[config.mk]
export PLATFORM = sky130hd
export DESIGN_NAME = port_clock_gating
export DESIGN_NICKNAME = d
export VERILOG_FILES = /design/src/rtl/port_access_guard.v /design/src/rtl/port_clock_gating.v
export VERILOG_INCLUDE_DIRS = /design/src /design/src/rtl
export SDC_FILE = /design/constraint.sdc
export NUM_CORES = 1
export LEC_CHECK = 0
export BUFFER_PORTS_ARGS = -buffer_cell sky130_fd_sc_hd__buf_2
export CORE_ASPECT_RATIO = 1.1
export CORE_MARGIN = 10
export CORE_UTILIZATION = 39
export CTS_CLUSTER_SIZE = 14
export DETAILED_ROUTE_END_ITERATION = 16
export PLACE_DENSITY_LB_ADDON = 0.05
export SYNTH_ARGS = -nofsm -noshare
export SYNTH_HDL_FRONTEND = slang
export SYNTH_SLANG_ARGS = --single-unit
export TNS_END_PERCENT = 50
[constraint.sdc]
create_clock -name clk_sys -period 2 [get_ports clk_sys]
set_clock_uncertainty 0.15 [all_clocks]
set_input_delay 0.4 -clock clk_sys [delete_from_list [all_inputs] [get_ports clk_sys]]
set_output_delay 0.4 -clock clk_sys [all_outputs]
set_load 0.01 [all_outputs]
[src/rtl/port_gate_regs.vh]
// Offsets, field positions and reset values of the port clock gating block
`ifndef PORT_GATE_REGS_VH
`define PORT_GATE_REGS_VH
`define RUN_PORT_GATE_OFS 12'h108
`define SLEEP_PORT_GATE_OFS 12'h118
`define DEEP_SLEEP_PORT_GATE_OFS 12'h128
`define RUN_CLOCK_CONFIG_OFS 12'h060
`define GATE_STATUS_OFS 12'h1F0
`define PORT_EN_MSB 4
`define PORT_EN_LSB 0
`define PORT_COUNT 5
`define SLEEP_SELECT_BIT 27
`define GATE_RESET 5'h00
`define MODE_RUN 2'h0
`define MODE_SLEEP 2'h1
`define MODE_DEEP_SLEEP 2'h2
`endif

[src/rtl/port_access_guard.v]
// Per-port gating: gated clock enable and bus fault on access to an unclocked port
`timescale 1ns/1ns
module port_access_guard #(
    parameter PORTS = 5
) (
    // Clock and reset
    input wire clk_sys,
    input wire rst_n,
    // Effective enables
    input wire [PORTS-1:0] port_en,
    // Port access requests, one bit per port
    input wire [PORTS-1:0] port_access,
    // Results
    output wire [PORTS-1:0] port_clock_en,
    output reg [PORTS-1:0] port_reset_n_q,
    output reg bus_fault_q
);
    genvar i;
    generate
        for (i = 0; i < PORTS; i = i + 1)
        begin : g_port
            // Reset follows the enable one cycle later, so an unclocked port is held disabled
            always @(posedge clk_sys)
            begin
                if (!rst_n)
                    port_reset_n_q[i] <= 1'b0;
                else
                    port_reset_n_q[i] <= port_en[i];
            end
        end
    endgenerate

    assign port_clock_en = port_en;

    always @(posedge clk_sys)
    begin
        if (!rst_n)
            bus_fault_q <= 1'b0;
        else
            bus_fault_q <= |(port_access & ~port_en);
    end
endmodule

[src/rtl/port_clock_gating.v]
// Port clock gating registers for run, sleep and deep-sleep operation
//
// Notes on behaviour
// - A set enable bit clocks its port; a clear bit leaves it unclocked and disabled.
// - Any access to a port whose clock is gated off ends in a bus fault, never normal data.
// - All sleep port enables read zero after reset.
// - Bits 4..0 enable ports E, D, C, B and A and are read-write.
// - Bits 31..5 are read-only, read zero and ignore writes.
// - Run enables apply in run; sleep enables in sleep and deep-sleep enables in deep sleep only while the sleep select bit is set, else run enables.
// - Sleep gating settings take effect only while the sleep select bit is set.
//
// Added by the designer: the strobed register port.
`timescale 1ns/1ns
`include "port_gate_regs.vh"
module port_clock_gating #(
    parameter PORTS = `PORT_COUNT
) (
    // Clock and reset
    input wire clk_sys,
    input wire rst_n,
    // Register port
    input wire [11:0] reg_addr,
    input wire [31:0] reg_wdata,
    input wire reg_wr,
    input wire reg_rd,
    output reg [31:0] reg_rdata_q,
    // Power mode from the system controller
    input wire [1:0] power_mode,
    // Port accesses, one bit per port, pulse per bus cycle
    input wire [PORTS-1:0] port_access,
    // Port clocking
    output wire [PORTS-1:0] port_clock_en,
    output wire [PORTS-1:0] port_reset_n,
    output wire bus_fault
);
    reg [PORTS-1:0] run_gate_q;
    reg [PORTS-1:0] sleep_gate_q;
    reg [PORTS-1:0] deep_gate_q;
    reg sleep_select_q;
    reg [31:0] rd_word;
    wire [PORTS-1:0] eff_en;
    wire [PORTS-1:0] wr_en;
    wire [PORTS-1:0] rst_ports_n;
    // Address decode, one select per mapped register
    wire run_sel;
    wire sleep_sel;
    wire deep_sel;
    wire config_sel;
    wire status_sel;
    // Write strobes per register
    wire run_wr;
    wire sleep_wr;
    wire deep_wr;
    wire config_wr;
    wire [31:0] status_word;

    function [31:0] widen;
        input [PORTS-1:0] v;
        begin
            widen = 32'h0000_0000;
            widen[PORTS-1:0] = v;
        end
    endfunction

    function hit;
        input [11:0] a;
        input [11:0] ofs;
        begin
            hit = (a == ofs);
        end
    endfunction

    // Select bit gates both sleep tables, not only the sleep one
    function port_enable;
        input [1:0] mode;
        input sel;
        input run_bit;
        input sleep_bit;
        input deep_bit;
        begin
            case (mode)
                `MODE_RUN:
                    port_enable = run_bit;
                `MODE_SLEEP:
                    port_enable = sel ? sleep_bit : run_bit;
                `MODE_DEEP_SLEEP:
                    port_enable = sel ? deep_bit : run_bit;
                default:
                    port_enable = run_bit;
            endcase
        end
    endfunction

    // Reserved bits are never stored, so they cannot be written
    assign wr_en = reg_wdata[`PORT_EN_MSB:`PORT_EN_LSB];

    assign run_sel = hit(reg_addr, `RUN_PORT_GATE_OFS);
    assign sleep_sel = hit(reg_addr, `SLEEP_PORT_GATE_OFS);
    assign deep_sel = hit(reg_addr, `DEEP_SLEEP_PORT_GATE_OFS);
    assign config_sel = hit(reg_addr, `RUN_CLOCK_CONFIG_OFS);
    assign status_sel = hit(reg_addr, `GATE_STATUS_OFS);

    assign run_wr = reg_wr & run_sel;
    assign sleep_wr = reg_wr & sleep_sel;
    assign deep_wr = reg_wr & deep_sel;
    assign config_wr = reg_wr & config_sel;

    assign status_word = {14'h0000, power_mode, 11'h000, eff_en};

    // Run table, also the fallback while the select bit is clear
    always @(posedge clk_sys)
    begin
        if (!rst_n)
        begin
            run_gate_q <= `GATE_RESET;
        end
        else if (run_wr)
        begin
            run_gate_q <= wr_en;
        end
    end

    // Sleep table
    always @(posedge clk_sys)
    begin
        if (!rst_n)
        begin
            sleep_gate_q <= `GATE_RESET;
        end
        else if (sleep_wr)
        begin
            sleep_gate_q <= wr_en;
        end
    end

    // Deep-sleep table
    always @(posedge clk_sys)
    begin
        if (!rst_n)
        begin
            deep_gate_q <= `GATE_RESET;
        end
        else if (deep_wr)
        begin
            deep_gate_q <= wr_en;
        end
    end

    // Only the select bit of the configuration word lives here
    always @(posedge clk_sys)
    begin
        if (!rst_n)
        begin
            sleep_select_q <= 1'b0;
        end
        else if (config_wr)
        begin
            sleep_select_q <= reg_wdata[`SLEEP_SELECT_BIT];
        end
    end

    // Unmapped addresses read zero
    always @*
    begin
        rd_word = 32'h0000_0000;
        if (run_sel)
        begin
            rd_word = widen(run_gate_q);
        end
        else if (sleep_sel)
        begin
            rd_word = widen(sleep_gate_q);
        end
        else if (deep_sel)
        begin
            rd_word = widen(deep_gate_q);
        end
        else if (config_sel)
        begin
            rd_word = {4'h0, sleep_select_q, 27'h0000000};
        end
        else if (status_sel)
        begin
            rd_word = status_word;
        end
    end

    // Read data stands in the cycle after each read strobe, zero otherwise
    always @(posedge clk_sys)
    begin
        if (!rst_n)
            reg_rdata_q <= 32'h0000_0000;
        else if (reg_rd)
            reg_rdata_q <= rd_word;
        else
            reg_rdata_q <= 32'h0000_0000;
    end

    // One table pick per port
    genvar p;
    generate
        for (p = 0; p < PORTS; p = p + 1)
        begin : g_eff
            assign eff_en[p] = port_enable(power_mode, sleep_select_q, run_gate_q[p],
                sleep_gate_q[p], deep_gate_q[p]);
        end
    endgenerate

    port_access_guard #(
        .PORTS(PORTS)
    ) port_access_guard_inst (
        .clk_sys(clk_sys),
        .rst_n(rst_n),
        .port_en(eff_en),
        .port_access(port_access),
        .port_clock_en(port_clock_en),
        .port_reset_n_q(rst_ports_n),
        .bus_fault_q(bus_fault)
    );

    assign port_reset_n = rst_ports_n;
endmodule

== Word-level counts from Yosys, hierarchy flattened ==
Cells that the tools add are included.

* Flip-flop bits (word level): 54
* Word-level logic and storage cells: 55
* Output and inout bits: 43
* Input port bits: 55

* Reductions and logical operators: 5
* Bitwise operators: 9
* Eq/ne operators: 7
* Mux-type cells: 20

{| class="wikitable"
|+ Operators with widths
! kind !! count
|-
| == test 12 x 9 -> 1 bit, second input constant || 4
|-
| two-way mux 28 bit || 1
|-
| two-way mux 18 bit || 1
|-
| two-way mux 5 bit || 3
|-
| == test 12 x 7 -> 1 bit, second input constant || 1
|-
| two-way mux 1 bit || 10
|-
| one-hot mux 1 bit (2 select lines) || 5
|-
| OR reduction 5 bit || 2
|-
| OR reduction 7 bit || 1
|-
| OR reduction 6 bit || 1
|-
| bitwise AND 5 bit || 1
|-
| inverter 5 bit || 1
|-
| bitwise AND 1 bit || 4
|-
| inverter 1 bit || 3
|-
| == test 2 x 1 -> 1 bit, second input constant || 1
|-
| == test 2 bit, second input constant || 1
|-
| AND reduction 2 bit || 1
|}

== Longest topological paths before layout ==
Gate-level depths: netlist (run 1).

* Word-level depth: 7
* Mapped depth: 6
* Depth with buffers taken out: 6

== Cells and area by module ==
Synthesis (run 1) repeated with hierarchy kept, for this count alone.

* Cells, all modules: 203
* Area total of the unflattened synthesis: 1,739.2 µm²

{| class="wikitable"
|+ Modules (own cells, without submodules)
! module !! cells each !! seq. area each (µm²) !! area an instance (µm²) !! times used
|-
| port_clock_gating || 179 || 480.5 || 1,507.7 || 1
|-
| port_access_guard || 24 || 120.1 || 231.5 || 1
|}

== Least setup slack after synthesis (run 1) ==
OpenSTA, ideal clock, no wires.

* Path kind: in2out
* Start: in power_mode[0]
* End: out port_clock_en[4]
* Slack: 0.055 ns
* Buffers on the path: 0
* Data arrival time: 1.395 ns
* Required time: 1.450 ns
* Stages: 5
* Cell sequence: inv_1 -> ha_1 -> nand2b_1 -> or2_2 -> nand2_1

* Cells in the longest elaborated chain, start to end: 2
* Elaborated cells on any way between the ends: 3
* Those cells by class: 2 x eq/ne; 1 x mux

{| class="wikitable"
|+ RTL lines
! item !! line !! source
|-
| from (decl) || port_clock_gating.v:28 || <nowiki>input wire [1:0] power_mode,</nowiki>
|-
| == test 2 bit / == test 2 x 1 -> 1 bit (equally long branches) || port_clock_gating.v:81 || <nowiki>case (mode)</nowiki>
|-
| one-hot mux 1 bit (2 select lines) (*) || port_clock_gating.v:81 ||
|-
| to (decl) || port_clock_gating.v:32 || <nowiki>output wire [PORTS-1:0] port_clock_en,</nowiki>
|}

Mark *: on every way between the ends. The rest lies on a longest branch, timed or not.

== Final worst setup path (run 1) ==
* Start: in power_mode[0]
* End: out port_clock_en[2]

Same word-level chain as after synthesis.

==> impl_metrics.toml, run 1 <==
[run_status]
status = "finished, final reports clean"

[power]
leakage_nw = 0.923
p_per_area_nw_per_um2 = 621
pwr-share-seq_pct = 44.8
p_total_mw = 1.34
p_switching_mw = 0.314
p_clk_share_pct = 44.3
p_int_mw = 1.02
p_comb_share_pct = 10.9
peakVddDrop_v = 0.000510
switching_share_pct = 23.5

[hold_path]
min_to = "sleep_select_q$_SDFFE_PN0P_"
min_path_type = "in2reg"
min_from = "reg_wdata[27]"
hold_depth = 3

[critical_path]
slowest_stage = "o221a_4"
setup.worst_path.end_class = "output pin"
worstRegToRegCells = 5
worstSetupPathType = "in2out"
crit_family = "buffers and inverters"
regToRegEndpoint = "port_access_guard_inst.bus_fault_q$_SDFF_PN0_"
critical_path_required_ns = 1.45
cp_max_fo = 5
cpMostUsedCell = "inv_2"
crit_chain = "buf_6, inv_2, ha_4, nand2b_4, o221a_4, inv_2, buf_2"
arrival_ns = 1.39
max_stage_delay_ns = 0.30
critPathBufInv = 4
r2r-start = "sleep_select_q$_SDFFE_PN0P_"
cp-start-kind = "primary input"
r2r_slack_ns = 0.36

[grt]
grt_usage_pct = 14.5
antenna_found_initial = 0
gr-total-overflow = 0
grt_pass1_wl_um = 8300
grt_pass1_vias = 1692
grt_max_degree = 23

[die]
die_area_sq_um = 7350
die_w_um = 82.7
die_h_um = 88.9
core_area_sq_um = 4220
start_util_pct = 39.9
rows = 25
ios = 98

[placement]
gp_congestion = 0.765
port_buffers = 47
dpl.hpwl_um = 4040
dp_slack_ns = -0.184

[logic_synthesis]
synth_top_area_share_pct = 35.7
synth_area_sq_um = 1680
async_flop_share_pct = 0
syn_area_per_cell_sq_um = 8.30
ys_ff_latch = 30
syn_inst = 203
yosysMostFrequentCell = "dfxtp_1"
yosysSeqAreaShare_pct = 35.7
synth_edf_count = 0
synthTopCellsByArea = "dfxtp_1 36%, buf_4 11%, a21oi_1 6.8%"
synth_flop_cell = "dfxtp_1"
synth_warnings = 0
ys_types = 33
synth_common_cells = "30 x dfxtp_1, 25 x buf_4, 23 x a21oi_1"
synth_area_leader_cell = "dfxtp_1"

[sta]
setup_viol = 0
slew_viol_final = 0
min_period_ns = 1.94
max_freq_mhz = 516
setup_tns_ns = 0
finalHoldViolCount = 0
rsz0062_at_grt = "no"
period_share_pct = 97.0
setup_slack_ns = 0.0605

[drt]
firstDrtPassIters = 5
drcViolationCount = 0
routed_wl_um = 5170
drtIter0Drc = 167
via_per_inst = 5.21
wl_per_cell_um = 16.4
antenna_left = 0
num_vias = 1641

[cells_and_area]
layout-drive-gt1-share_pct = 33.3
area_growth_pct = 27.8
finalNetCount = 317
num_antenna_cells = 0
nFillCells = 432
utilization_pct = 51.0

[clock_tree]
insertion_delay_ns = 0.28
clock_path_buffers = 2
cts_tree = "built"
clk_pin_slew_ns = 0.06
clkSinkCount = 30
cts_made_buffers = 5
root_buffer = "clkbuf_8"
cts_max_level = 2
cts_hold_buf = 0

[flow_run]
cap_viol_max_count = 0
-- worst max path at each step --
| stage | cells past startpoint | endpoint | startpoint | slack, ns |
|---|---|---|---|---|
| 2_1_floorplan | 5 | port_clock_en[4] | power_mode[0] | 0.06 |
| 3_3_place_gp | 7 | port_clock_en[4] | power_mode[0] | -0.18 |
| 3_5_place_dp | 7 | port_clock_en[4] | power_mode[0] | -0.18 |
| 4_1_cts | 7 | port_clock_en[2] | power_mode[0] | 0.004 |
| 5_1_grt | 8 | port_clock_en[0] | power_mode[1] | 0.005 |
| 6_report | 7 | port_clock_en[2] | power_mode[0] | 0.06 |
-- routing by layer --
metal	GRT usage, %	wire length, um
met5	0	0
met4	5.18	59
met3	4.63	369
met2	23.8	2640
met1	17.2	2100
-- per-stage QoR --
stage | hold WS, ns | instances | cell area (sq um)
6_report | 0.223 | 315 | 2150
5_1_grt | 0.236 | 315 | 2150
4_1_cts | 0.220 | 315 | 2120
3_5_place_dp | 0.343 | 306 | 1940
2_1_floorplan | 0.309 | 226 | 1770
3_3_place_gp | 0.338 | 306 | 1940
-- flip-flops by register name, summed over array words and instances (netlist names) --
register / count
reg_rdata_q: 8
deep_gate_q: 5
port_access_guard_inst.port_reset_n_q: 5
run_gate_q: 5
sleep_gate_q: 5
port_access_guard_inst.bus_fault_q: 1
sleep_select_q: 1
-- kinds of logic after synthesis --
family / after synthesis / synth area share [%]
simple gates: 66 / 23.7
compound gates: 63 / 24.1
buf+inv: 41 / 14.9
flops: 30 / 35.7
fa+ha+maj: 2 / 1.49
other cells: 1 / 0.223
-- repair_timing --
item | CTS | global route
buffers inserted | 1 | 0
gates resized for setup | 13 | 8
setup endpoints to repair | 5 | 5
pin swaps | 5 | 1
-- worst reg2reg max path, stage by stage, from the launching register on --
cell      delay (ns)
dfxtp_2         0.41
nand2b_4        0.11
o221a_4         0.31
buf_4           0.15
a222oi_1        0.32
a21oi_1         0.10
-- layout by cell type (no fill, tap or decap), drive strengths merged --
cell type  netlist  routed
nand2            8       8
dfxtp           30      30
inv              8       8
clkbuf           6       7
and4             2       2
ha               2       2
nor3             5       5
a211oi           1       1
a21bo            1       1
conb             1      24
a32oi            1       1
a222oi           1       1
a22oi            5       5
bufinv           0       1
nand4            6       6
o21ai           21      21
nor4b            2       2
nand3           19      19
or2              1       1
o21ba            1       1
a21oi           23      23
nor2             8       8
nand2b           5       5
and2             1       1
and3b            1       1
nor4             2       2
o221a            9       9
buf             27      60
and3             6       6
-- power groups by stage --
stage               clock, mW  combinational, mW  sequential (mW)
floorplan                   0              0.100            0.613
global placement            0              0.128            0.612
detailed placement          0              0.128            0.612
CTS                     0.608              0.135            0.599
global route            0.639              0.161            0.599
finish                  0.592              0.145            0.599
-- final cells by class --
class | count | area (sq um) | area share (%)
repair buffers | 60 | 339 | 15.8
well taps | 54 | 67.6 | 3.14
inverters | 8 | 30.0 | 1.40
multi-input cells | 155 | 1010 | 46.8
clock buffers | 7 | 76.3 | 3.55
flip-flops and latches | 30 | 602 | 28.0
clock inverters | 1 | 30.0 | 1.40
(Power assumes the default switching activity.)
==> run 2, diff against run 1 <==
CORE_UTILIZATION = 44   (was 39)
clock period = 1.84 ns   (was 2 ns; I/O delays follow)
==> impl_metrics.toml, run 2 (same netlist as run 1, synthesis figures left out) <==
[sta]
max_freq_mhz = 542
period_share_pct = 100
rsz0062_at_grt = "yes"
hold_ws_ns = 0.181
setup_slack_ns = -0.00360
setup_tns_ns = -0.00387
slew_viol_final = 0
finalHoldViolCount = 0
min_period_ns = 1.84
setup_viol = 2

[placement]
gp_congestion = 0.824
port_buffers = 47
dpl.hpwl_um = 3920
placed_cell_area_sq_um = 2000

[cells_and_area]
num_antenna_cells = 0
area_growth_pct = 33.6
layout_commonest_cell = "buf_2"
most-common-layout-cells = "42 x buf_2, 29 x dfxtp_1, 24 x conb_1, 23 x a21oi_1, 20 x buf_4"
largest_register_ffs = 8
postLayoutCellArea_sq_um = 2250
finalNetCount = 324
utilization_pct = 61.6
regMostFlops = "reg_rdata_q"
layout-drive-gt1-share_pct = 37.5

[drt]
num_vias = 1665
drcViolationCount = 0
routed_wl_um = 5030
drtIter0Drc = 111
wl_per_cell_um = 15.9
firstDrtPassIters = 5
via_per_inst = 5.25
antenna_left = 0

[clock_tree]
root_buffer = "clkbuf_8"
cts_tree = "built"
clock_path_buffers = 2
clkSinkCount = 30
cts_made_buffers = 5
clk_pin_slew_ns = 0.06
insertion_delay_ns = 0.28
cts_max_level = 2

[critical_path]
critPathBufInv = 4
max_stage_delay_ns = 0.31
arrival_ns = 1.33
cp_max_fo = 5
worstRegToRegCells = 5
crit_chain = "buf_8, inv_4, ha_4, nand2b_4, o221a_4, inv_2, buf_6"
setup.worst_path.end_class = "output pin"
critical_path_required_ns = 1.32
crit_family = "compound AO/OA/AOI/OAI gates"
cp-start-kind = "primary input"
path_depth = 7
slowest_stage = "o221a_4"
worstSetupPathType = "in2out"

[power]
leakage_nw = 0.963
peakVddDrop_v = 0.000377
p_per_area_nw_per_um2 = 660

[grt]
antenna_found_initial = 0
grt_usage_pct = 15.0
grt_max_degree = 23
gr-total-overflow = 0
grt_pass1_wl_um = 8230
grt_pass1_vias = 1679

[run_status]
status = "finished with violations"
violations = "setup timing"

[hold_path]
min_path_type = "in2reg"
hold_depth = 3

[die]
start_util_pct = 46.1
core_area_sq_um = 3650
die_h_um = 84.9
die_area_sq_um = 6700
ios = 98
rows = 23
die_w_um = 79.0

[flow_run]
cap_viol_max_count = 0
[run 2: changes by cell type in the layout (fill, tap and decap cells not counted), sizes merged]
cell,change
clkbuf,-1
buf,+7
[run 2: worst paths after layout]
kind | from | to | slack [ns]
max | power_mode[0] | port_clock_en[1] | -0.004
min | reg_wdata[27] | sleep_select_q$_SDFFE_PN0P_ | 0.18
max reg2reg | sleep_select_q$_SDFFE_PN0P_ | port_access_guard_inst.bus_fault_q$_SDFF_PN0_ | 0.20
min reg2reg | deep_gate_q[0]$_SDFFE_PN0P_ | deep_gate_q[0]$_SDFFE_PN0P_ | 0.36
[run 2: tightest hold or removal path: cells and delay by family]
family	cells	cell delay, ns
compound gates	1	0.05
buf+inv	1	0.09
simple gates	1	0.06
[run 2: final cells by class]
| cell class | instances | area (sq um) |
|---|---|---|
| fill | 336 | 1410 |
| clock buffer | 6 | 82.6 |
| sequential | 30 | 602 |
| clock inverter | 1 | 30.0 |
| multi-input combinational | 155 | 1020 |
| timing repair buffer | 67 | 420 |
| tap | 50 | 62.6 |
| inverter | 8 | 32.5 |
[run 2: through the flow]
stage / setup slack [ns] / total power [mW] / cells
2_1_floorplan: 0.0716 / 0.780 / 226
3_3_place_gp: -0.206 / 0.811 / 308
3_5_place_dp: -0.196 / 0.812 / 308
4_1_cts: -0.0127 / 1.49 / 317
5_1_grt: -0.0317 / 1.55 / 317
6_report: -0.00360 / 1.49 / 317
[run 2: what timing repair did]
item                                    4_1_cts  5_1_grt
setup buffers                                 2        0
hold buffers                                  0        0
resized for setup                            22        8
cloned                                        0        0
pin swaps                                     6        4
endpoints found under the setup margin        5        5
[run 2: per-layer routing]
metal	part of all wire, %	global-route usage [%]
met3	5.8	4.32
met4	1.5	5.71
met1	41	16.9
met5	0	0
met2	51	25.9
[run 2: report_power, final]
part	switching, mW	total, mW	internal, mW	leakage, nW
sequential	0.000302	0.651	0.651	0.242
combinational	0.103	0.164	0.0615	0.663
clock	0.238	0.670	0.432	0.0573
